### config.mk
export PLATFORM = sky130hd
export DESIGN_NAME = act_cal_test_regs
export DESIGN_NICKNAME = d
export VERILOG_FILES = /design/src/act_pkg.sv /design/src/act_cal_test_regs.sv /design/src/act_vector_store.sv
export VERILOG_INCLUDE_DIRS = /design/src
export SDC_FILE = /design/constraint.sdc
export NUM_CORES = 1
export LEC_CHECK = 0
export BUFFER_PORTS_ARGS = -buffer_cell sky130_fd_sc_hd__buf_4
export CAP_MARGIN = 20
export CORE_UTILIZATION = 60
export CTS_CLUSTER_DIAMETER = 150
export DETAILED_ROUTE_END_ITERATION = 10
export GPL_ROUTABILITY_DRIVEN = 0
export PLACE_DENSITY = 0.8
export SETUP_SLACK_MARGIN = 0.05
export SLEW_MARGIN = 30
export SYNTH_ARGS = -nofsm -noshare
export SYNTH_HDL_FRONTEND = slang
export SYNTH_SLANG_ARGS = --single-unit
### constraint.sdc
create_clock -name ref_clk -period 2.84 [get_ports ref_clk]
set_input_delay 0.142 -clock ref_clk [delete_from_list [all_inputs] [get_ports ref_clk]]
set_output_delay 0.142 -clock ref_clk [all_outputs]
set_load 0.01 [all_outputs]
### src/act_cal_regs.svh
// Register offsets, field positions and reset values of the calibration and test register bank.
`ifndef ACT_CAL_REGS_SVH
`define ACT_CAL_REGS_SVH

`define ACT_ADDR_CFG0       12'h050
`define ACT_ADDR_BACK       12'h057
`define ACT_ADDR_PATOVR     12'h058
`define ACT_ADDR_VEC        12'h05a
`define ACT_ADDR_STAT       12'h05b
`define ACT_ADDR_TCAL       12'h066

`define ACT_RST_CFG0        8'h06
`define ACT_RST_BACK        8'h10
`define ACT_RST_PATOVR      8'h00
`define ACT_RST_VEC         8'h00
`define ACT_RST_TCAL        8'h02
`define ACT_STAT_RSVD       8'h08
`define ACT_RD_ZERO         8'h00

`define ACT_CFG0_TRIG       3
`define ACT_CFG0_SCAN       4
`define ACT_BACK_MODE       0
`define ACT_BACK_RUN        1
`define ACT_PAT_OVR         1
`define ACT_PAT_TEST        2
`define ACT_TCAL_AUTO       0
`define ACT_STAT_FIRST      0
`define ACT_STAT_HALT       1

`define ACT_VEC_DEPTH       16
`define ACT_VEC_IDX_W       4
`define ACT_IDX_ZERO        4'h0
`define ACT_IDX_ONE         4'h1
`define ACT_SMP_ZERO        12'h000
`define ACT_SMP_ONE         12'h001

`endif

### src/act_pkg.sv
// Types shared by the calibration and test register bank.
package act_pkg;
    typedef logic [7:0]  act_byte_t;
    typedef logic [11:0] act_addr_t;
    typedef logic [11:0] act_sample_t;
    typedef logic [3:0]  act_vec_idx_t;
endpackage : act_pkg

### src/act_cal_test_regs.sv
// Calibration control, status and output test register bank of the converter.
`include "act_cal_regs.svh"

//Contract
//- With the test pattern select bit set, the output path carries the built-in test pattern instead of samples.
//- With the over-range enable bit set the over-range output follows the converter, otherwise it stays low.
//- While scan access is enabled, each read of the vector port returns the next stored calibration value.
//- While scan access is enabled, each write of the vector port loads the next calibration value.
//- The halted flag reads 0 while any calibration runs and 1 once it has finished or stopped.
//- Status bit 0 sets once the first full calibration after startup completes, and the status register is read-only.
//- Bit 0 of the timing calibration register enables automatic timing optimisation within calibration.
//- The timing bit starts nothing alone; timing calibration runs only with the next foreground trigger.
//- Setting the foreground trigger starts a foreground calibration and clears itself.
//- Only while the scan enable bit is set may the vector port read or load calibration vectors.
//- The background run bit stops the background sequence when 0 and starts it when 1.
module act_cal_test_regs (
    input  wire logic                  ref_clk,
    input  wire logic                  sys_rst,
    input  wire act_pkg::act_addr_t    cfgAddr,
    input  wire logic                  cfgWrite,
    input  wire logic                  cfgRead,
    input  wire act_pkg::act_byte_t    cfgWdata,
    output act_pkg::act_byte_t         cfgRdata,
    input  wire logic                  calRunning,
    input  wire logic                  calSeqDone,
    input  wire logic                  vecEngWrite,
    input  wire act_pkg::act_vec_idx_t vecEngIdx,
    input  wire act_pkg::act_byte_t    vecEngData,
    input  wire act_pkg::act_vec_idx_t vecEngRdIdx,
    output act_pkg::act_byte_t         vecEngRdData,
    input  wire act_pkg::act_sample_t  convSample,
    input  wire logic                  overRangeIn,
    output act_pkg::act_sample_t       sampleOut,
    output logic                       overRangeOut,
    output logic                       fgCalStart,
    output logic                       timingCalGo,
    output logic                       timingAutoEn,
    output logic                       bgRun,
    output logic                       bgMode
);
    import act_pkg::*;

    act_byte_t   cfg0_ff;
    act_byte_t   nxt_cfg0;
    act_byte_t   back_ff;
    act_byte_t   nxt_back;
    act_byte_t   patOvr_ff;
    act_byte_t   nxt_patOvr;
    act_byte_t   vecHold_ff;
    act_byte_t   nxt_vecHold;
    act_byte_t   tcal_ff;
    act_byte_t   nxt_tcal;
    act_byte_t   rdData_ff;
    act_byte_t   nxt_rdData;
    logic        fgStart_ff;
    logic        nxt_fgStart;
    logic        timingGo_ff;
    logic        nxt_timingGo;
    logic        fgPending_ff;
    logic        nxt_fgPending;
    logic        firstDone_ff;
    logic        nxt_firstDone;
    act_byte_t   engRd_ff;
    act_byte_t   nxt_engRd;
    act_sample_t ramp_ff;
    act_sample_t nxt_ramp;
    act_sample_t sample_ff;
    act_sample_t nxt_sample;
    logic        ovr_ff;
    logic        nxt_ovr;

    logic        scanEn;
    logic        vecSel;
    logic        trigWrite;
    logic        calHalted;
    act_byte_t   statusWord;
    act_byte_t   scanRdata;
    act_byte_t   engRdata;

    assign scanEn    = cfg0_ff[`ACT_CFG0_SCAN];
    assign vecSel    = (cfgAddr == `ACT_ADDR_VEC);
    assign trigWrite = cfgWrite && (cfgAddr == `ACT_ADDR_CFG0) && cfgWdata[`ACT_CFG0_TRIG];

    act_vector_store u_vec (
        .ref_clk   (ref_clk),
        .sys_rst   (sys_rst),
        .scanEn    (scanEn),
        .scanWrite (cfgWrite && vecSel),
        .scanRead  (cfgRead && vecSel),
        .scanWdata (cfgWdata),
        .scanRdata (scanRdata),
        .engWrite  (vecEngWrite),
        .engIdx    (vecEngIdx),
        .engWdata  (vecEngData),
        .engRdIdx  (vecEngRdIdx),
        .engRdata  (engRdata)
    );

    // A trigger that has not yet been seen by the engine already counts as running, so the
    // halted flag cannot read 1 in the gap between the trigger and the engine's busy level.
    assign calHalted = !calRunning && !fgPending_ff;

    always_comb begin
        statusWord                  = `ACT_STAT_RSVD;
        statusWord[`ACT_STAT_HALT]  = calHalted;
        statusWord[`ACT_STAT_FIRST] = firstDone_ff;
    end

    // Register writes and the read mux.
    always_comb begin
        nxt_cfg0    = cfg0_ff;
        nxt_back    = back_ff;
        nxt_patOvr  = patOvr_ff;
        nxt_vecHold = vecHold_ff;
        nxt_tcal    = tcal_ff;
        nxt_rdData  = rdData_ff;
        if (cfgWrite) begin
            case (cfgAddr)
                `ACT_ADDR_CFG0: begin
                    nxt_cfg0                = cfgWdata;
                    nxt_cfg0[`ACT_CFG0_TRIG] = 1'b0;
                end
                `ACT_ADDR_BACK:   nxt_back   = cfgWdata;
                `ACT_ADDR_PATOVR: nxt_patOvr = cfgWdata;
                `ACT_ADDR_TCAL:   nxt_tcal   = cfgWdata;
                `ACT_ADDR_VEC: begin
                    if (!scanEn) begin
                        nxt_vecHold = cfgWdata;
                    end
                end
                default: begin
                end
            endcase
        end
        if (cfgRead) begin
            case (cfgAddr)
                `ACT_ADDR_CFG0:   nxt_rdData = cfg0_ff;
                `ACT_ADDR_BACK:   nxt_rdData = back_ff;
                `ACT_ADDR_PATOVR: nxt_rdData = patOvr_ff;
                `ACT_ADDR_VEC:    nxt_rdData = scanEn ? scanRdata : vecHold_ff;
                `ACT_ADDR_STAT:   nxt_rdData = statusWord;
                `ACT_ADDR_TCAL:   nxt_rdData = tcal_ff;
                default:          nxt_rdData = `ACT_RD_ZERO;
            endcase
        end
    end

    always_ff @(posedge ref_clk) begin
        if (sys_rst) begin
            cfg0_ff    <= `ACT_RST_CFG0;
            back_ff    <= `ACT_RST_BACK;
            patOvr_ff  <= `ACT_RST_PATOVR;
            vecHold_ff <= `ACT_RST_VEC;
            tcal_ff    <= `ACT_RST_TCAL;
            rdData_ff  <= `ACT_RD_ZERO;
        end else begin
            cfg0_ff    <= nxt_cfg0;
            back_ff    <= nxt_back;
            patOvr_ff  <= nxt_patOvr;
            vecHold_ff <= nxt_vecHold;
            tcal_ff    <= nxt_tcal;
            rdData_ff  <= nxt_rdData;
        end
    end

    // Calibration engine handshake.
    always_comb begin
        nxt_fgStart   = trigWrite;
        nxt_timingGo  = trigWrite && tcal_ff[`ACT_TCAL_AUTO];
        nxt_fgPending = fgPending_ff;
        if (trigWrite) begin
            nxt_fgPending = 1'b1;
        end else if (calRunning || calSeqDone) begin
            nxt_fgPending = 1'b0;
        end
        nxt_firstDone = firstDone_ff || calSeqDone;
        nxt_engRd     = engRdata;
    end

    always_ff @(posedge ref_clk) begin
        if (sys_rst) begin
            fgStart_ff   <= 1'b0;
            timingGo_ff  <= 1'b0;
            fgPending_ff <= 1'b0;
            firstDone_ff <= 1'b0;
            engRd_ff     <= `ACT_RST_VEC;
        end else begin
            fgStart_ff   <= nxt_fgStart;
            timingGo_ff  <= nxt_timingGo;
            fgPending_ff <= nxt_fgPending;
            firstDone_ff <= nxt_firstDone;
            engRd_ff     <= nxt_engRd;
        end
    end

    // Output path: the ramp restarts from zero each time the pattern is enabled, so a
    // capture always sees a known first word.
    always_comb begin
        nxt_ramp   = `ACT_SMP_ZERO;
        nxt_sample = convSample;
        if (patOvr_ff[`ACT_PAT_TEST]) begin
            nxt_ramp   = ramp_ff + `ACT_SMP_ONE;
            nxt_sample = ramp_ff;
        end
        nxt_ovr = patOvr_ff[`ACT_PAT_OVR] && overRangeIn;
    end

    always_ff @(posedge ref_clk) begin
        if (sys_rst) begin
            ramp_ff   <= `ACT_SMP_ZERO;
            sample_ff <= `ACT_SMP_ZERO;
            ovr_ff    <= 1'b0;
        end else begin
            ramp_ff   <= nxt_ramp;
            sample_ff <= nxt_sample;
            ovr_ff    <= nxt_ovr;
        end
    end

    assign cfgRdata     = rdData_ff;
    assign vecEngRdData = engRd_ff;
    assign sampleOut    = sample_ff;
    assign overRangeOut = ovr_ff;
    assign fgCalStart   = fgStart_ff;
    assign timingCalGo  = timingGo_ff;
    assign timingAutoEn = tcal_ff[`ACT_TCAL_AUTO];
    assign bgRun        = back_ff[`ACT_BACK_RUN];
    assign bgMode       = back_ff[`ACT_BACK_MODE];
endmodule : act_cal_test_regs

### src/act_vector_store.sv
// Calibration vector storage with a scan pointer for streamed host access.
`include "act_cal_regs.svh"

module act_vector_store (
    input  wire logic                 ref_clk,
    input  wire logic                 sys_rst,
    input  wire logic                 scanEn,
    input  wire logic                 scanWrite,
    input  wire logic                 scanRead,
    input  wire act_pkg::act_byte_t   scanWdata,
    output act_pkg::act_byte_t        scanRdata,
    input  wire logic                 engWrite,
    input  wire act_pkg::act_vec_idx_t engIdx,
    input  wire act_pkg::act_byte_t   engWdata,
    input  wire act_pkg::act_vec_idx_t engRdIdx,
    output act_pkg::act_byte_t        engRdata
);
    import act_pkg::*;

    act_byte_t    vecMem_ff [`ACT_VEC_DEPTH];
    act_byte_t    nxt_vecMem [`ACT_VEC_DEPTH];
    act_vec_idx_t scanPtr_ff;
    act_vec_idx_t nxt_scanPtr;
    logic         scanEnPrev_ff;
    logic         nxt_scanEnPrev;
    act_vec_idx_t scanIdx;

    // A change of the enable restarts the stream at once, so an access in the very next
    // cycle already uses the first slot instead of a stale pointer.
    assign scanIdx = (scanEn != scanEnPrev_ff) ? `ACT_IDX_ZERO : scanPtr_ff;

    always_comb begin
        nxt_vecMem     = vecMem_ff;
        nxt_scanPtr    = scanIdx;
        nxt_scanEnPrev = scanEn;
        if (engWrite) begin
            nxt_vecMem[engIdx] = engWdata;
        end
        // A host write to the same slot overrides the engine, the host restore is the deliberate one.
        if (scanEn && scanWrite) begin
            nxt_vecMem[scanIdx] = scanWdata;
        end
        if (scanEn && (scanWrite || scanRead)) begin
            nxt_scanPtr = scanIdx + `ACT_IDX_ONE;
        end
    end

    always_ff @(posedge ref_clk) begin
        if (sys_rst) begin
            for (int i = 0; i < `ACT_VEC_DEPTH; i++) begin
                vecMem_ff[i] <= `ACT_RST_VEC;
            end
            scanPtr_ff    <= `ACT_IDX_ZERO;
            scanEnPrev_ff <= 1'b0;
        end else begin
            vecMem_ff     <= nxt_vecMem;
            scanPtr_ff    <= nxt_scanPtr;
            scanEnPrev_ff <= nxt_scanEnPrev;
        end
    end

    assign scanRdata = vecMem_ff[scanIdx];
    assign engRdata  = vecMem_ff[engRdIdx];
endmodule : act_vector_store

Word level (Yosys, flattened, before mapping):

Cells that the tools add are included.

* bits in registers: 217
* bits of input ports: 56
* logic and storage cells: 95

* add/subtract/negate cells: 2
* magnitude comparators: 5
* equal/unequal tests: 7
* mux-type cells: 21
* bitwise operators: 5
* reductions and logical operators: 23

Operators by type and width (count)
* $bwmux 128: 2
* $mux 128: 2
* $eq 12x7->1 const B: 6
* $bmux 8 s4: 2
* $demux 8 s4: 2
* $mux 8: 7
* $pmux 8 s6: 1
* $ge 5x5->1 const B: 3
* $not 4->5: 3
* $add 12x1->12 const B: 1
* $mux 12: 1
* $logic_and 1x1->1: 11
* $lt 5x1->1 const B: 2
* $mux 4: 2
* $reduce_and 2->1: 4
* $add 4x1->4 const B: 1
* $logic_or 1x1->1: 3
* $reduce_and 3->1: 1
* $logic_not 1->1: 2
* $mux 1: 2
* $not 1->1: 2
* $reduce_bool 2->1: 1
* $reduce_or 2->1: 1
* $ne 1x1->1: 1

Depth between registers and ports, before layout:

* depth after elaboration: 9
* depth in mapped cells: 11

Modules after synthesis:

Synthesis repeated with hierarchy kept, for this count alone.

* cells, all modules: 1356
* area, all modules: 12314.3 um^2

By module, submodules not included
* act_vector_store: times used 1, cells an instance 952, area each 8593.2 um^2, sequential area each 2662.6 um^2
* act_cal_test_regs: times used 1, cells an instance 404, area each 3721.1 um^2, sequential area each 1681.6 um^2

Worst setup path before layout:

OpenSTA, ideal clock, no wires.

* path kind: reg2reg
* start point: reg cfg0_ff[4]
* end point: reg u_vec.vecMem_ff[85] (netlist bit)
* setup time: 0.136 ns
* data arrival time: 2.155 ns
* slack: 0.550 ns
* stages on the path, launching flop included: 12
* path buffers: 4
* clock period less this slack: 2.290 ns
* cells stage by stage: dfxtp_1 > buf_4 > xnor2_1 > buf_2 > nand2_1 > clkbuf_1 > inv_1 > ha_1 > nand4_4 > buf_4 > nor2_1 > a211oi_1

* cells in the longest elaborated chain, start to end: 9
* elaborated cells between the ends (all ways): 11
* classes of those cells: order compare (2); eq/ne (1); mux (5); bitwise (1); reduce/logical (2)

RTL lines
* start, declared: RTL line act_cal_test_regs.sv:43 `act_byte_t cfg0_ff;`
* start signal, assigned: RTL line act_cal_test_regs.sv:150 `` cfg0_ff <= `ACT_RST_CFG0; ``
* start signal, assigned: RTL line act_cal_test_regs.sv:157 `cfg0_ff <= nxt_cfg0;`
* $ne 1x1->1: RTL line act_vector_store.sv:30 `` assign scanIdx = (scanEn != scanEnPrev_ff) ? `ACT_IDX_ZERO : scanPtr_ff; ``
* $mux 4: RTL line act_vector_store.sv:30
* $not 4->5 (implied by the code): RTL line act_vector_store.sv:41 `nxt_vecMem[scanIdx] = scanWdata;`
* $ge 5x5->1 (implied by the code) / $lt 5x1->1 (equally long branches): RTL line act_vector_store.sv:41
* $logic_and 1x1->1 (implied by the code): RTL line act_vector_store.sv:41
* $mux 8 (implied by the code): RTL line act_vector_store.sv:41
* $demux 8 s4: RTL line act_vector_store.sv:41
* $bwmux 128: RTL line act_vector_store.sv:41
* $mux 128 (*): RTL line act_vector_store.sv:40 `if (scanEn && scanWrite) begin`
* end signal, assigned by index: RTL line act_vector_store.sv:51 `` vecMem_ff[i] <= `ACT_RST_VEC; ``
* end signal, assigned: RTL line act_vector_store.sv:56 `vecMem_ff <= nxt_vecMem;`
* end, declared: RTL line act_vector_store.sv:20 `` act_byte_t vecMem_ff [`ACT_VEC_DEPTH]; ``

Mark *: on every way between the ends. The rest lies on a longest branch, timed or not.
A chain may end at the register's enable or synchronous reset.

Worst setup path after layout:

* start point: reg cfg0_ff[4]
* end point: reg u_vec.vecMem_ff[119] (netlist bit)

Same word-level chain as after synthesis.

==> results.cfg <==
[setup_path]
path_class = flip-flop to flip-flop
end_kind = flip-flop
reg2reg_slack_ns = 0.32
required_ns = 3.27
cp_cell_sequence = xnor2_2, and2_1, inv_1, buf_4, ha_1, nand4_4, a211oi_1
r2r_start = cfg0_ff[4]$_SDFFE_PP0P_
rr_endpoint = u_vec.vecMem_ff[119]$_SDFF_PP0_
critPathLaunchType = flip-flop
slowest_delay_ns = 0.51
worst-r2r-cell-count = 7
slowest_stage = dfxtp_1
worstPathArrival_ns = 2.95
cp_max_fo = 16

[status]
status = finished, final reports clean

[sta]
fin_crit_sh_pct = 88.9
slew_violations = 0
hold_viol_final = 0
tns_ns = 0
skew_ns = 0.0177
setup_violations = 0
max_slew_margin_pct = 48.8
rsz0062_at_grt = false
worst_pin_slew_ns = 0.769
fmax_mhz = 396
finalCriticalPeriod_ns = 2.52

[logic_synthesis]
yosysSeqAreaShare_pct = 36.1
synth.avg_cell_area_um2 = 9.31
netlist_instances = 1293
synth_edf_count = 0
synth_nets = 1352
ys_warn_count = 0
synth_async_sr_flop_share_pct = 0
ys_ff_latch = 217
synth_cell_type_count = 59
netlist_area_mm2 = 0.0120
ys.flop_type = dfxtp_1

[worst_hold_path]
whs_path_depth = 3
min-delay-start = cfgRead
min_to = cfgRdata[0]$_SDFFE_PP0P_
hold_class = input pin to flip-flop

[clocking]
cts_made_buffers = 24
clk_path_buf_depth = 3
clkTransAtPathRegs_ns = 0.06
cts_root_buf = clkbuf_16
clkSinkCount = 217
cts_tree = yes
htree_levels = 1
clkLatencyLatePin_ns = 0.53
post_cts_buffers = 0

[power]
powerDensity_mw_per_mm2 = 489
p_leak_nw = 5.23
ir_worst_vdd_v = 0.000372

[finish]
final_layout_size_suffix_gt1_share_pct = 18.6
fin_nets = 1402
final.fill_count = 1437
syn_to_final_growth_pct = 14.8
postLayoutCoreUtil_pct = 70.5

[detailed_routing]
firstDrtPassIters = 5
vias_per_cell = 6.77
wire_per_inst_um = 23.4
drc = 0
drtAntennaViolNets = 0
vias = 11006
drt_iter0_drc = 1237
routed_wirelength_mm = 38.1

[floorplan]
initial_core_util_pct = 61.4
die_height_um = 144
die-area_mm2 = 0.0206
die_x_um = 144
io_pins = 90
fp.coreArea_mm2 = 0.0196
fp-row-count = 51

[placed_design]
dp_hpwl_mm = 24.3
port_buffers = 89

[grt]
grtUsageMet3_pct = 7.56
grt_antenna_before_repair = 2
grt_pass1_wl_mm = 58.2
grt_overflow = 0
grt_pass1_vias = 10255
use_met2_pct = 57.7
use_met1_pct = 49.9
grt_max_degree = 110
busiest_layer = met2
grt_util_all_layers_pct = 36.9

[job]
drv_cap = 0
==> how the worst max path moves through the flow <==
stage / startpoint / to / slack (ns)
2_1_floorplan: cfg0_ff[4]$_SDFFE_PP0P_ / u_vec.vecMem_ff[85]$_SDFF_PP0_ / 0.55
3_3_place_gp: cfgAddr[9] / u_vec.vecMem_ff[29]$_SDFF_PP0_ / 0.41
3_5_place_dp: cfgAddr[9] / u_vec.vecMem_ff[29]$_SDFF_PP0_ / 0.36
4_1_cts: cfg0_ff[4]$_SDFFE_PP0P_ / u_vec.vecMem_ff[119]$_SDFF_PP0_ / 0.40
5_1_grt: cfg0_ff[4]$_SDFFE_PP0P_ / u_vec.vecMem_ff[103]$_SDFF_PP0_ / 0.24
6_report: cfg0_ff[4]$_SDFFE_PP0P_ / u_vec.vecMem_ff[119]$_SDFF_PP0_ / 0.32
==> layout make-up <==
cell class	count	area [µm²]	area share, %
multi-input combinational	924	7020	50.8
sequential	217	4350	31.5
timing repair buffer	149	1210	8.79
clock buffer	36	747	5.41
tap	265	332	2.40
inverter	27	101	0.734
clock inverter	5	50.0	0.362
antenna	2	5.00	0.0362
==> per-stage QoR <==
step	setup slack, ns	total power [W]	cell area, µm²	instances	hold slack (ns)
final	0.316	0.00676	13800	1625	0.0192
after CTS	0.400	0.00674	13800	1623	0.00607
after global placement	0.407	0.00361	12700	1555	0.359
after detailed placement	0.359	0.00362	12700	1555	0.364
after global routing	0.242	0.00691	13800	1623	0.0441
after floorplan	0.550	0.00343	12000	1293	0.258
==> sequential cells by signal, indices dropped and copies added (netlist names), 4 cells and up <==
name and cells:
cfgRdata 8, sampleOut 12, patOvr_ff 8, u_vec.vecMem_ff 128, cfg0_ff 7, u_vec.scanPtr_ff 4
tcal_ff 8, vecEngRdData 8, ramp_ff 12, vecHold_ff 8, back_ff 8
==> cell families (layout without fill, tap and decap cells) <==
family | count (synthesis) | count (layout) | share of synthesized area (%)
simple gates | 394 | 394 | 16.0
compound gates | 273 | 273 | 16.4
mux | 240 | 240 | 24.5
flops | 217 | 217 | 36.1
buf+inv | 152 | 217 | 5.65
xor+xnor | 14 | 14 | 1.08
fa+ha+maj | 3 | 3 | 0.312
other cells | 0 | 2 | 0
==> cells in the final DEF, fill, tap and decap left out, types with 10 or more instances in the layout <==
master         count
dfxtp_1          216
nor2b_1           20
o22ai_1           30
o21ai_0           20
inv_1             26
nand2b_1          11
buf_4            119
nand3_1           23
nor2_1           228
a211oi_1         139
dlygate4sd3_1     27
and3_1            11
mux2i_1          173
a211oi_2          10
a21oi_1           23
a31oi_1           17
mux4_2            41
nand2_1           48
clkbuf_16         25
mux2_2            26
o221ai_1          10
==> report_power, final <==
group          internal, W  total, W  switching [W]  leakage (nW)
logic             0.000198  0.000504       0.000306          3.08
clock network      0.00189   0.00315        0.00126         0.399
registers          0.00308   0.00310      0.0000246          1.75
total              0.00517   0.00676        0.00159          5.23
==> worst max-delay path: cells and delay by family, from the launching register on <==
| kind | cells | cell delay, ns |
|---|---|---|
| adder cells (fa/ha/maj) | 1 | 0.45 |
| flip-flops | 1 | 0.51 |
| XOR/XNOR | 1 | 0.14 |
| AO/OA/AOI/OAI | 1 | 0.32 |
| buffers and inverters | 2 | 0.46 |
| AND/OR/NAND/NOR | 2 | 0.56 |
==> metal layers <==
layer  part of all wire, %  vias to the layer above
met3                    11                      117
met4                   3.6                        0
li1                      -                     4859
met2                    46                      750
met1                    40                     5280
met5                     0                        -
==> repair_timing <==
item | 4_1_cts | 5_1_grt
endpoints found under the hold margin | 31 | 0
gates resized for setup | 0 | 0
hold buffers | 27 | 0
==> Yosys cell counts, types with 10 or more instances <==
cell,n,share of area [%]
buf_1,16,0.50
mux2i_1,173,14
o221ai_1,10,0.73
nor2b_1,20,1.0
o21ai_0,20,0.83
a211oi_1,139,8.7
mux2_2,26,2.4
inv_1,26,0.81
clkbuf_1,81,2.5
nor2_1,228,7.1
buf_6,10,0.94
nand2_1,48,1.5
a31oi_1,17,0.88
nand2b_1,11,0.57
buf_2,13,0.54
a21oi_1,23,0.96
dfxtp_1,217,36
a211oi_2,10,1.0
and3_1,11,0.57
o22ai_1,30,1.6
nand3_1,23,0.96
mux4_2,41,7.7
No activity file was read; power rests on OpenSTA's default activity.
